<file path="config.mk">
export PLATFORM = sky130hd
export DESIGN_NAME = fpeb_unit
export DESIGN_NICKNAME = d
export VERILOG_FILES = /design/src/core/fpeb_pkg.sv /design/src/core/fpeb_unit.sv
export VERILOG_INCLUDE_DIRS = /design/src /design/src/core
export SDC_FILE = /design/constraint.sdc
export NUM_CORES = 1
export LEC_CHECK = 0
export BUFFER_PORTS_ARGS = -buffer_cell sky130_fd_sc_hd__buf_2
export CORE_ASPECT_RATIO = 0.7
export CORE_MARGIN = 5
export CORE_UTILIZATION = 40
export DETAILED_ROUTE_END_ITERATION = 7
export PLACE_DENSITY = 0.76
export SETUP_SLACK_MARGIN = 0.2
export SYNTH_ARGS = -nofsm -noshare
export SYNTH_HDL_FRONTEND = slang
export SYNTH_SLANG_ARGS = --single-unit
</file>
<file path="constraint.sdc">
create_clock -name CLK_SYS -period 3.2 [get_ports CLK_SYS]
set_clock_uncertainty 0.1 [all_clocks]
set_input_delay 0.8 -clock CLK_SYS [delete_from_list [all_inputs] [get_ports CLK_SYS]]
set_output_delay 0.8 -clock CLK_SYS [all_outputs]
set_load 0.01 [all_outputs]
</file>
<file path="src/core/fpeb_defines.svh">
// Constants of the floating-point exception and bounce logic.
// Assumes a 32-bit AHB-Lite register bus and a one-cycle operation port.
// Function
// - Divide-by-zero for finite nonzero dividend over zero
// - Flush mode: subnormal counts as zero here
// - Divzero trap enabled: bounce, registers stay valid
// - Untrapped divzero: signed infinity, set sticky
// - Overflow trap enabled: pessimistic exponent-based detect; the band at the top bounces untrapped too
// - Bounce at maximum exponent or one below
// - Overflow bounce sets exceptional and overflow cause
// - Untrapped overflow result follows rounding mode
// - Untrapped overflow sets overflow and inexact stickies
// - Flush mode: underflow gives +0, no trap
// - No flush: bounce below underflow threshold
// - Underflow bounce sets exceptional and underflow cause
// - No flush: bounce underflow even untrapped
// - Flush decision made before rounding
// - Inexact trap enabled: bounce every data op
// - Inexact untrapped: write result, set sticky
// - Inexact on rounding, untrapped overflow or underflow
// - Bounce NaN without default-NaN, subnormal without flush
`ifndef FPEB_DEFINES_SVH
`define FPEB_DEFINES_SVH
// Register byte offsets
`define FPEB_OFF_SCR 8'h00
`define FPEB_OFF_EXC 8'h04
`define FPEB_OFF_IRQ_STAT 8'h08
`define FPEB_OFF_IRQ_MASK 8'h0C
// Status-control field positions
`define FPEB_SCR_DZ_STICKY 1
`define FPEB_SCR_OF_FLAG 2
`define FPEB_SCR_UF_FLAG 3
`define FPEB_SCR_IX_STICKY 4
`define FPEB_SCR_DZ_EN 9
`define FPEB_SCR_OF_EN 10
`define FPEB_SCR_UF_EN 11
`define FPEB_SCR_IX_EN 12
`define FPEB_SCR_RMODE_LO 22
`define FPEB_SCR_FLUSH 24
`define FPEB_SCR_DEF_NAN 25
// Writable control bits and sticky bits of the status-control register
`define FPEB_SCR_CTRL_MASK 32'h03C01E00
`define FPEB_SCR_STICKY_MASK 32'h0000001E
`define FPEB_SCR_RESET 32'h00000000
// Exception register fields
`define FPEB_EXC_EXCEPTIONAL 31
`define FPEB_EXC_OF_CAUSE 2
`define FPEB_EXC_UF_CAUSE 3
`define FPEB_EXC_MASK 32'h8000000C
`define FPEB_EXC_RESET 32'h00000000
// Interrupt status bits
`define FPEB_IRQ_BOUNCE 0
`define FPEB_IRQ_REFUSE 1
`define FPEB_IRQ_FLAG 2
`define FPEB_IRQ_W 3
`define FPEB_IRQ_RESET 3'h0
// Rounding mode encodings
`define FPEB_RND_NEAREST 2'h0
`define FPEB_RND_UP 2'h1
`define FPEB_RND_DOWN 2'h2
`define FPEB_RND_ZERO 2'h3
// Biased exponent limits
`define FPEB_EXP_MAX_SP 13'h00FF
`define FPEB_EXP_MAX_DP 13'h07FF
`define FPEB_UNF_TH 13'h0001
`endif

</file>
<file path="src/core/fpeb_pkg.sv">
// Types of the floating-point exception and bounce logic.
// Assumes the operand classification is done by the datapath.
package fpeb_pkg;
  typedef enum logic [2:0] {
    FPEB_CLS_ZERO,
    FPEB_CLS_INF,
    FPEB_CLS_NAN,
    FPEB_CLS_SUB,
    FPEB_CLS_NORM
  } fpeb_cls_e;
  typedef enum logic [1:0] {
    FPEB_RES_COMPUTED,
    FPEB_RES_INF,
    FPEB_RES_MAXFIN,
    FPEB_RES_ZERO
  } fpeb_res_e;
  typedef struct packed {
    logic is_div;
    logic dp;
    fpeb_cls_e a_cls;
    fpeb_cls_e b_cls;
    logic [12:0] exp;
    logic sign;
    logic inexact;
  } fpeb_op_s;
  typedef struct packed {
    fpeb_res_e kind;
    logic sign;
  } fpeb_res_s;
endpackage

</file>
<file path="src/core/fpeb_unit.sv">
// Exception detection and bounce decision for one data-processing op.
// Assumes the host core presents a classified op for one cycle on OP_VALID.
`timescale 1ns/1ps
`default_nettype none
`include "fpeb_defines.svh"
module fpeb_unit (
  // Clock and reset
  input wire logic CLK_SYS,
  input wire logic SRST,
  // AHB-Lite slave
  input wire logic HSEL,
  input wire logic [31:0] HADDR,
  input wire logic [1:0] HTRANS,
  input wire logic HWRITE,
  input wire logic [2:0] HSIZE,
  input wire logic [31:0] HWDATA,
  input wire logic HREADY,
  output logic HREADYOUT,
  output logic [31:0] HRDATA,
  output logic HRESP,
  // Operation port from host core
  input wire logic OP_VALID,
  input wire fpeb_pkg::fpeb_op_s OP_INFO,
  output logic OP_DONE,
  output logic OP_BOUNCE,
  output logic OP_REFUSE,
  output fpeb_pkg::fpeb_res_s OP_RES,
  // Interrupt
  output logic IRQ
);

////////////////////////////////////////////////////////////////////////
// Bus slave
logic hready_q;
logic wr_pend_q;
logic [7:0] wr_addr_q;
logic [31:0] hrdata_q;
logic [31:0] scr_q;
logic [31:0] exc_q;
logic [`FPEB_IRQ_W-1:0] irq_stat_q;
logic [`FPEB_IRQ_W-1:0] irq_mask_q;
logic irq_q;

wire addr_ok = HSEL && HREADY && HTRANS[1];
wire rd_take = addr_ok && !HWRITE;
wire wr_take = addr_ok && HWRITE;
wire [7:0] rd_off = HADDR[7:0];
wire rd_scr = rd_off == `FPEB_OFF_SCR;
wire rd_exc = rd_off == `FPEB_OFF_EXC;
wire rd_ist = rd_off == `FPEB_OFF_IRQ_STAT;
wire rd_imk = rd_off == `FPEB_OFF_IRQ_MASK;
wire [31:0] rd_mux =
  rd_scr ? scr_q :
  rd_exc ? exc_q :
  rd_ist ? {29'h0, irq_stat_q} :
  rd_imk ? {29'h0, irq_mask_q} : 32'h0;
wire wr_scr = wr_pend_q && wr_addr_q == `FPEB_OFF_SCR;
wire wr_exc = wr_pend_q && wr_addr_q == `FPEB_OFF_EXC;
wire wr_ist = wr_pend_q && wr_addr_q == `FPEB_OFF_IRQ_STAT;
wire wr_imk = wr_pend_q && wr_addr_q == `FPEB_OFF_IRQ_MASK;

// A write stretches its data phase by one cycle so a following read sees it
always_ff @(posedge CLK_SYS) begin
  if (SRST) begin
    hready_q <= 1'b1;
    wr_pend_q <= 1'b0;
    wr_addr_q <= 8'h00;
    hrdata_q <= 32'h0;
  end else begin
    wr_pend_q <= wr_take;
    hready_q <= !wr_take;
    if (wr_take) begin
      wr_addr_q <= HADDR[7:0];
    end
    if (rd_take) begin
      hrdata_q <= rd_mux;
    end
  end
end

////////////////////////////////////////////////////////////////////////
// Control decode
wire dz_en = scr_q[`FPEB_SCR_DZ_EN];
wire of_en = scr_q[`FPEB_SCR_OF_EN];
wire ix_en = scr_q[`FPEB_SCR_IX_EN];
wire flush_zero_bit = scr_q[`FPEB_SCR_FLUSH];
wire default_nan_mode = scr_q[`FPEB_SCR_DEF_NAN];
wire [1:0] rmode = scr_q[`FPEB_SCR_RMODE_LO+1:`FPEB_SCR_RMODE_LO];
wire exceptional = exc_q[`FPEB_EXC_EXCEPTIONAL];

////////////////////////////////////////////////////////////////////////
// Operand classification
fpeb_pkg::fpeb_cls_e a_cls;
fpeb_pkg::fpeb_cls_e b_cls;
assign a_cls = OP_INFO.a_cls;
assign b_cls = OP_INFO.b_cls;
wire a_nan = a_cls == fpeb_pkg::FPEB_CLS_NAN;
wire b_nan = b_cls == fpeb_pkg::FPEB_CLS_NAN;
wire a_sub = a_cls == fpeb_pkg::FPEB_CLS_SUB;
wire b_sub = b_cls == fpeb_pkg::FPEB_CLS_SUB;
// Subnormals read as +0 in flush mode
wire a_zero = a_cls == fpeb_pkg::FPEB_CLS_ZERO || (flush_zero_bit && a_sub);
wire b_zero = b_cls == fpeb_pkg::FPEB_CLS_ZERO || (flush_zero_bit && b_sub);
wire a_inf = a_cls == fpeb_pkg::FPEB_CLS_INF;

wire in_bounce = ((a_nan || b_nan) && !default_nan_mode) ||
                 ((a_sub || b_sub) && !flush_zero_bit);

wire div_zero = OP_INFO.is_div && b_zero && !(a_zero || a_inf || a_nan);

////////////////////////////////////////////////////////////////////////
// Exponent windows
wire signed [12:0] exp_s = $signed(OP_INFO.exp);
wire signed [12:0] exp_max = OP_INFO.dp ? $signed(`FPEB_EXP_MAX_DP) :
                                          $signed(`FPEB_EXP_MAX_SP);
wire signed [12:0] exp_near = exp_max - $signed(13'h0001);
// Rounding or mantissa carry cannot be resolved this close to the top
wire of_zone = exp_s >= exp_near && exp_s <= exp_max;
wire of_beyond = exp_s > exp_max;
wire of_bounce = of_zone || (of_beyond && of_en);
wire of_untrap = of_beyond && !of_en;
// Compared before rounding: exponent 0 with all-ones fraction still flushes
wire uf_low = exp_s < $signed(`FPEB_UNF_TH);
wire uf_bounce = uf_low && !flush_zero_bit;
wire uf_flush = uf_low && flush_zero_bit;

////////////////////////////////////////////////////////////////////////
// Decision, in priority order
wire do_refuse = OP_VALID && exceptional;
wire do_ix_bounce = OP_VALID && !exceptional && ix_en;
wire live = OP_VALID && !exceptional && !ix_en;
wire do_in_bounce = live && in_bounce;
wire live2 = live && !in_bounce;
wire do_dz_bounce = live2 && div_zero && dz_en;
wire do_dz_untrap = live2 && div_zero && !dz_en;
wire live3 = live2 && !div_zero;
wire do_of_bounce = live3 && of_bounce;
wire do_of_untrap = live3 && !of_bounce && of_untrap;
wire live4 = live3 && !of_bounce && !of_untrap;
wire do_uf_bounce = live4 && uf_bounce;
wire do_uf_flush = live4 && uf_flush;
wire do_normal = live4 && !uf_bounce && !uf_flush;

wire any_bounce = do_ix_bounce || do_in_bounce || do_dz_bounce ||
                  do_of_bounce || do_uf_bounce;
wire any_done = do_dz_untrap || do_of_untrap || do_uf_flush || do_normal;

// Untrapped overflow value by rounding mode
logic of_inf;
always_comb begin
  unique case (rmode)
    `FPEB_RND_NEAREST: of_inf = 1'b1;
    `FPEB_RND_UP: of_inf = !OP_INFO.sign;
    `FPEB_RND_DOWN: of_inf = OP_INFO.sign;
    `FPEB_RND_ZERO: of_inf = 1'b0;
  endcase
end

fpeb_pkg::fpeb_res_s res_d;
always_comb begin
  res_d.sign = OP_INFO.sign;
  res_d.kind = fpeb_pkg::FPEB_RES_COMPUTED;
  if (do_dz_untrap) begin
    res_d.kind = fpeb_pkg::FPEB_RES_INF;
  end else if (do_of_untrap) begin
    res_d.kind = of_inf ? fpeb_pkg::FPEB_RES_INF : fpeb_pkg::FPEB_RES_MAXFIN;
  end else if (do_uf_flush) begin
    res_d.kind = fpeb_pkg::FPEB_RES_ZERO;
    res_d.sign = 1'b0;
  end
end

////////////////////////////////////////////////////////////////////////
// Sticky flags; hardware sets win over a same-cycle software write
wire set_dz = do_dz_untrap;
wire set_of = do_of_untrap;
wire set_uf = do_uf_flush;
wire set_ix = do_of_untrap || do_uf_flush || (do_normal && OP_INFO.inexact);
wire [31:0] hw_sticky = ({31'h0, set_dz} << `FPEB_SCR_DZ_STICKY) |
                        ({31'h0, set_of} << `FPEB_SCR_OF_FLAG) |
                        ({31'h0, set_uf} << `FPEB_SCR_UF_FLAG) |
                        ({31'h0, set_ix} << `FPEB_SCR_IX_STICKY);
wire [31:0] scr_keep = wr_scr ?
  (HWDATA & (`FPEB_SCR_CTRL_MASK | `FPEB_SCR_STICKY_MASK)) : scr_q;
wire [31:0] scr_d = scr_keep | hw_sticky;

// Bounces only mark the exception register; status-control stays clean
wire set_exc_flag = any_bounce;
wire [31:0] hw_exc = ({31'h0, set_exc_flag} << `FPEB_EXC_EXCEPTIONAL) |
                     ({31'h0, do_of_bounce} << `FPEB_EXC_OF_CAUSE) |
                     ({31'h0, do_uf_bounce} << `FPEB_EXC_UF_CAUSE);
wire [31:0] exc_keep = wr_exc ? (HWDATA & `FPEB_EXC_MASK) : exc_q;
wire [31:0] exc_d = exc_keep | hw_exc;

////////////////////////////////////////////////////////////////////////
// Interrupts: sticky events, write one to clear, set wins
wire [`FPEB_IRQ_W-1:0] irq_ev = {set_dz || set_of || set_uf || set_ix,
                                 do_refuse, any_bounce};
wire [`FPEB_IRQ_W-1:0] irq_clr = wr_ist ? HWDATA[`FPEB_IRQ_W-1:0] :
                                         {`FPEB_IRQ_W{1'b0}};
wire [`FPEB_IRQ_W-1:0] irq_stat_d = (irq_stat_q & ~irq_clr) | irq_ev;

always_ff @(posedge CLK_SYS) begin
  if (SRST) begin
    scr_q <= `FPEB_SCR_RESET;
    exc_q <= `FPEB_EXC_RESET;
    irq_stat_q <= `FPEB_IRQ_RESET;
    irq_mask_q <= `FPEB_IRQ_RESET;
    irq_q <= 1'b0;
  end else begin
    scr_q <= scr_d;
    exc_q <= exc_d;
    irq_stat_q <= irq_stat_d;
    if (wr_imk) begin
      irq_mask_q <= HWDATA[`FPEB_IRQ_W-1:0];
    end
    irq_q <= |(irq_stat_d & (wr_imk ? HWDATA[`FPEB_IRQ_W-1:0] : irq_mask_q));
  end
end

////////////////////////////////////////////////////////////////////////
// Operation answer, registered one cycle after OP_VALID
logic done_q;
logic bounce_q;
logic refuse_q;
fpeb_pkg::fpeb_res_s res_q;

always_ff @(posedge CLK_SYS) begin
  if (SRST) begin
    done_q <= 1'b0;
    bounce_q <= 1'b0;
    refuse_q <= 1'b0;
    res_q <= '0;
  end else begin
    done_q <= any_done;
    bounce_q <= any_bounce;
    refuse_q <= do_refuse;
    if (any_done) begin
      res_q <= res_d;
    end
  end
end

assign HREADYOUT = hready_q;
assign HRDATA = hrdata_q;
assign HRESP = 1'b0;
assign OP_DONE = done_q;
assign OP_BOUNCE = bounce_q;
assign OP_REFUSE = refuse_q;
assign OP_RES = res_q;
assign IRQ = irq_q;

endmodule // fpeb_unit
`default_nettype wire

</file>
==> results of run 1 <==
==> power by group <==
| part | switching, W | internal, W |
|---|---|---|
| clock network | 0.000207 | 0.000232 |
| registers | 0.00000991 | 0.000662 |
| logic | 0.0000932 | 0.0000633 |
==> metrics by stage <==
| step | instance area (µm²) | hold slack [ps] | util [%] | cells |
|---|---|---|---|---|
| 3_5_place_dp | 2930 | 348 | 47.0 | 427 |
| 6_report | 3040 | 359 | 48.7 | 435 |
| 2_1_floorplan | 2650 | 331 | - | 304 |
| 3_3_place_gp | 2930 | 340 | 47.0 | 427 |
| 4_1_cts | 3040 | 360 | 48.7 | 435 |
| 5_1_grt | 3040 | 381 | 48.7 | 435 |
==> routing by layer <==
metal | vias up | track usage (%) | share of wire, % | wire length, µm
li1 | 1122 | - | - | -
met1 | 1035 | 22.6 | 48 | 3080
met2 | 74 | 22.6 | 42 | 2710
met3 | 7 | 5.29 | 9.3 | 601
met4 | 0 | 4.01 | 0.90 | 58
met5 | - | 0 | 0 | 0
==> kinds of logic (layout without fill, tap and decap cells) <==
logic type,count (synthesis),in the layout
buffers and inverters,36,89
multiplexers,24,24
AO/OA/AOI/OAI,58,58
adder cells (fa/ha/maj),3,3
AND/OR/NAND/NOR,112,112
flip-flops,52,52
other,1,19
==> how the worst max path moves through the flow <==
stage | endpoint | slack [ps] | cells past startpoint
finish | IRQ$_SDFF_PP0_ | 560 | 9
floorplan | OP_RES[0]$_SDFFE_PP0P_ | 550 | 8
global route | OP_RES[0]$_SDFFE_PP0P_ | 390 | 9
detailed placement | OP_RES[0]$_SDFFE_PP0P_ | 270 | 9
CTS | OP_RES[0]$_SDFFE_PP0P_ | 590 | 9
global placement | IRQ$_SDFF_PP0_ | 310 | 9
==> cells in the final DEF, fill, tap and decap left out, types with 3 or more instances in the layout <==
cell	count
dfxtp_1	52
nor2b_1	4
nor2_1	38
inv_1	6
o21ai_1	4
and2_1	3
ha_1	3
a32oi_1	3
buf_2	73
a21oi_1	18
nand3_1	5
nand4_1	3
a22oi_1	11
nor4_1	3
mux2_2	3
conb_1	19
clkbuf_8	5
nand2_1	28
mux2i_1	21
==> critical path: stages <==
cell      delay [ps]
buf_2             80
inv_1             60
ha_1             320
nand4_1          130
or4_1            610
o211ai_1         130
nor4b_2          360
o311ai_1         160
o211ai_1         120
==> area by class of cell <==
class                      count  area share [%]
inverter                       6           0.741
clock inverter                 2            1.15
clock buffer                   6            2.39
sequential                    52            34.2
timing repair buffer          75            12.5
tap                           78            3.21
multi-input combinational    216            45.8
==> registers in the layout (all words and copies together), names as in the netlist, 3 cells and up <==
| name | count |
|---|---|
| HRDATA | 14 |
| OP_RES | 3 |
| exc_q | 3 |
| irq_mask_q | 3 |
| irq_stat_q | 3 |
| scr_q | 12 |
| wr_addr_q | 8 |
==> out/metrics.cfg, run 1 <==
[cells_and_area]
drive_gt1_share_pct = 28.0
final.fill_count = 588
multi_input_area_um2 = 1390
fin_nets = 457
ff_latch_area_um2 = 1040
area_growth_pct = 17.7
num_antenna_cells = 0

[logic_synthesis]
yosysTopAreaCell = dfxtp_1
synth.top_cell.area_share_pct = 40.3
yosys-top-cells-area = dfxtp_1 40%, mux2i_1 8.1%, buf_4 5.8%
yosysWarnings = 0
synthCells = 286
yosys.area_share.simple_pct = 24.0
synthMuxAreaShare_pct = 9.44
post_synth_num_cell_types = 61
synth_top_family_by_area = simple AND/OR/NAND/NOR gates
synth_ff_type = dfxtp_1
yosys-top-cells-count = 52 x dfxtp_1, 38 x nor2_1, 28 x nand2_1
synth-edff-count = 0
synth_seq_area_share_pct = 40.3
synth-compound-area-share_pct = 16.2
synth_xor_area_share_pct = 0
yosysMostFrequentCell = dfxtp_1
syn_area_um2 = 2580
synth-seq-cells = 52
synth-async-reset-ratio_pct = 0
synthAdderAreaFrac_pct = 1.45
avgSynthCellArea_um2 = 9.03

[critical_path]
startpoint = OP_INFO[21]
reg2reg_to = scr_q[3]$_SDFF_PP0_
cp.arrival_ps = 2760
critPathKind = primary input to flip-flop
worst-r2r-setup-slack_ps = 860
crit_fanout = 3
crit_required_ps = 3320
end_kind = flip-flop
rr_startpoint = wr_addr_q[5]$_SDFFE_PP0P_
start_kind = primary input
r2r_cells = 5

[floorplanning]
num_rows = 24
die_h_um = 77.2
die_w_um = 106
die_area_um2 = 8190
io_pins = 139
coreArea_um2 = 6250
start_util_pct = 41.4

[global_routing]
grt_max_degree = 49
grt.total_usage_pct = 15.8
grt_pass1_wl_um = 10400
overflow = 0
antenna_found_initial = 0
grt_pass1_vias = 2147

[clock_tree]
hold_buffers = 0
clock_latency_ps = 300
root_buffer = clkbuf_8
cts_tree = built
clkSlewWorstSetupHoldPaths_ps = 90
cts_resized = 0
cts.sink_count = 52
cts_buffers = 5
cts_htree_levels = 2
cts_setup_buffers = 0
cts_buffer_depth = 2

[status]
status = finished clean

[worst_hold_path]
min-delay-start = wr_addr_q[7]$_SDFFE_PP0P_
worstHoldPathType = flip-flop to flip-flop
worstHoldPathCells = 2
min_to = wr_addr_q[7]$_SDFFE_PP0P_

[routing]
vias = 2238
drt_iter0_drc = 110
drc = 0
drt_wl_total_um = 6460
antenna_left = 0
wl_per_cell_um = 14.8
viasPerCell = 5.14
first_pass_iters = 4

[sta]
setup_viol = 0
finalCritPeriodShare_pct = 82.5
fin_crit_ps = 2640
hold_viol = 0
finalMaxSlewViolations = 0
max_clock_freq_mhz = 379
slew_headroom_pct = 43.6
tightest_slew_ps = 846
rsz0062_at_grt = false
setup_tns_ps = 0
fin_ws_ps = 561

[placed_design]
gp_congestion = 0.888
dpl_worst_slack_ps = 273
place_hpwl_um = 5120
port_buffers = 73

[run]
drv_cap = 0

[pwr]
ir_drop_v = 0.000218
power_density_nw_per_um2 = 417
p_total_w = 0.00127
power_leakage_nw = 1.32

Note: power is estimated with default switching activity, not from simulation.
==> run 2: changes to the inputs <==
==> constraint.sdc (replaced) <==
create_clock -name CLK_SYS -period 2.6 [get_ports CLK_SYS]
set_clock_uncertainty 0.1 [all_clocks]
set_input_delay 0.65 -clock CLK_SYS [delete_from_list [all_inputs] [get_ports CLK_SYS]]
set_output_delay 0.65 -clock CLK_SYS [all_outputs]
set_load 0.01 [all_outputs]
==> out/metrics.cfg, run 2 (synthesis gave the netlist of run 1 again) <==
[floorplanning]
coreArea_um2 = 6250  ; unchanged
die_w_um = 106  ; unchanged
die_area_um2 = 8190  ; unchanged
io_pins = 139  ; unchanged
num_rows = 24  ; unchanged
die_h_um = 77.2  ; unchanged
start_util_pct = 41.4  ; unchanged

[sta]
finalCritPeriodShare_pct = 91.4
finalMaxSlewViolations = 0  ; unchanged
whs_ps = 360  ; was 359 ps
slew_headroom_pct = 58.9  ; was 43.6%
fin_crit_ps = 2380
max_clock_freq_mhz = 421
hold_viol = 0  ; unchanged
rsz0062_at_grt = true  ; was false
tightest_slew_ps = 614  ; was 846 ps
fin_ws_ps = 223  ; was 561 ps
setup_tns_ps = 0  ; unchanged
setup_viol = 0  ; unchanged

[clock_tree]
root_buffer = clkbuf_8  ; unchanged
cts_buffers = 5  ; unchanged
cts_tree = built  ; unchanged
clock_latency_ps = 300  ; about the same
cts.sink_count = 52  ; unchanged
cts_buffer_depth = 2  ; unchanged
cts_setup_buffers = 0  ; unchanged
clkSlewWorstSetupHoldPaths_ps = 90  ; about the same
cts_htree_levels = 2  ; unchanged

[critical_path]
crit_required_ps = 2690  ; was 3320 ps
worst-r2r-setup-slack_ps = 360  ; was 860 ps
rr_startpoint = scr_q[24]$_SDFFE_PP0P_  ; was wr_addr_q[5]$_SDFFE_PP0P_
reg2reg_to = OP_RES[0]$_SDFFE_PP0P_  ; was scr_q[3]$_SDFF_PP0_
cp.arrival_ps = 2470  ; was 2760 ps
crit_fanout = 5  ; was 3
critPathKind = primary input to flip-flop  ; unchanged
end_kind = flip-flop  ; unchanged
start_kind = primary input  ; unchanged
r2r_cells = 6  ; was 5

[cells_and_area]
layout_commonest_cell = buf_2  ; unchanged
fin_nets = 463  ; was 457
layout_common_cells = 73 x buf_2, 52 x dfxtp_1, 38 x nor2_1  ; unchanged
largest_reg_flops = 14  ; unchanged
final_cells = 441  ; was 435
drive_gt1_share_pct = 31.7  ; was 28.0%
num_antenna_cells = 0  ; unchanged
finish.utilization_pct = 50.1  ; was 48.7%
area_growth_pct = 21.1  ; was 17.7%

[routing]
vias = 2254  ; was 2238
drc = 0  ; unchanged
drt_wl_total_um = 6510  ; was 6460 µm
wl_per_cell_um = 14.8  ; about the same
viasPerCell = 5.11  ; was 5.14
antenna_left = 0  ; unchanged
first_pass_iters = 4  ; unchanged
drt_iter0_drc = 161  ; was 110

[worst_hold_path]
min_to = wr_addr_q[0]$_SDFFE_PP0P_  ; was wr_addr_q[7]$_SDFFE_PP0P_
worstHoldPathType = flip-flop to flip-flop  ; unchanged
min-delay-start = wr_addr_q[0]$_SDFFE_PP0P_  ; was wr_addr_q[7]$_SDFFE_PP0P_
worstHoldPathCells = 2  ; unchanged

[pwr]
p_sw_w = 0.000390  ; was 0.000310 W
power_density_nw_per_um2 = 474  ; was 417 nW/µm²
intPower_w = 0.00109  ; was 0.000957 W
p_comb_share_pct = 14.4  ; was 12.3%
sequentialPowerShare_pct = 55.8  ; was 53.0%
ir_drop_v = 0.000360  ; was 0.000218 V
switching_share_pct = 26.3  ; was 24.5%
power_leakage_nw = 1.35  ; was 1.32 nW
p_clk_share_pct = 29.9  ; was 34.7%

[global_routing]
antenna_found_initial = 0  ; unchanged
overflow = 0  ; unchanged
grt_pass1_vias = 2197  ; was 2147
grt.total_usage_pct = 15.9  ; was 15.8%
grt_max_degree = 40  ; was 49
grt_pass1_wl_um = 10700  ; was 10400 µm

[placed_design]
port_buffers = 73  ; unchanged
place_hpwl_um = 5230  ; was 5120 µm
placed_cells = 433  ; was 427
gp_congestion = 0.863  ; was 0.888
dpl_worst_slack_ps = -78.8  ; was 273 ps

[run]
drv_cap = 0  ; unchanged

[status]
status = finished clean  ; unchanged

==> run 2: changes by cell type in the layout (fill, tap and decap cells not counted), sizes merged <==
cell,delta
clkbuf,-1
buf,+6
bufinv,-1
clkinv,+2
==> run 2: timing repair <==
item,CTS,global route
gates resized for setup,0,3
hold buffers,0,0
setup endpoints to repair,0,3
==> run 2: power by group through the flow <==
stage          clock network, W  registers, W  logic [W]
5_1_grt                0.000500      0.000830   0.000236
3_5_place_dp                  0      0.000846   0.000205
4_1_cts                0.000461      0.000827   0.000206
6_report               0.000443      0.000827   0.000213
3_3_place_gp                  0      0.000845   0.000199
2_1_floorplan                 0      0.000844   0.000139
==> run 2: critical path, stage by stage <==
cell and delay [ps]:
buf_2 110, inv_4 50, ha_4 270, a211oi_1 90
a21o_1 220, a211oi_4 410, nor3_4 110, or2_2 320
a41o_1 220
==> run 2: worst max path at each step <==
stage / startpoint / end / slack, ps / cells past startpoint
2_1_floorplan: OP_INFO[21] / OP_RES[0]$_SDFFE_PP0P_ / 200 / 8
3_3_place_gp: OP_INFO[21] / IRQ$_SDFF_PP0_ / -60 / 10
3_5_place_dp: OP_INFO[21] / IRQ$_SDFF_PP0_ / -80 / 10
4_1_cts: OP_INFO[21] / IRQ$_SDFF_PP0_ / 230 / 10
5_1_grt: OP_INFO[21] / OP_RES[0]$_SDFFE_PP0P_ / 160 / 9
6_report: OP_INFO[21] / OP_RES[0]$_SDFFE_PP0P_ / 220 / 9
==> run 2: layout make-up <==
type	count	area, µm²
Fill cell	617	3120
Multi-Input combinational cell	216	1450
Sequential cell	52	1040
Timing Repair Buffer	81	425
Tap cell	78	97.6
Clock buffer	5	68.8
Inverter	6	25.0
Clock inverter	3	18.8
==> run 2: metal layers <==
metal	GRT usage (%)	vias up	share of wire, %
met5	0	-	0
met4	2.85	0	0.85
met3	4.19	6	5.5
met2	23.4	62	43
met1	23.4	1048	51
li1	-	1138	-
==> run 2: metrics by stage <==
step	total power [W]	cell area [µm²]
5_1_grt	0.00157	3130
6_report	0.00148	3130
3_3_place_gp	0.00104	3020
4_1_cts	0.00149	3110
2_1_floorplan	0.000982	2690
3_5_place_dp	0.00105	3020
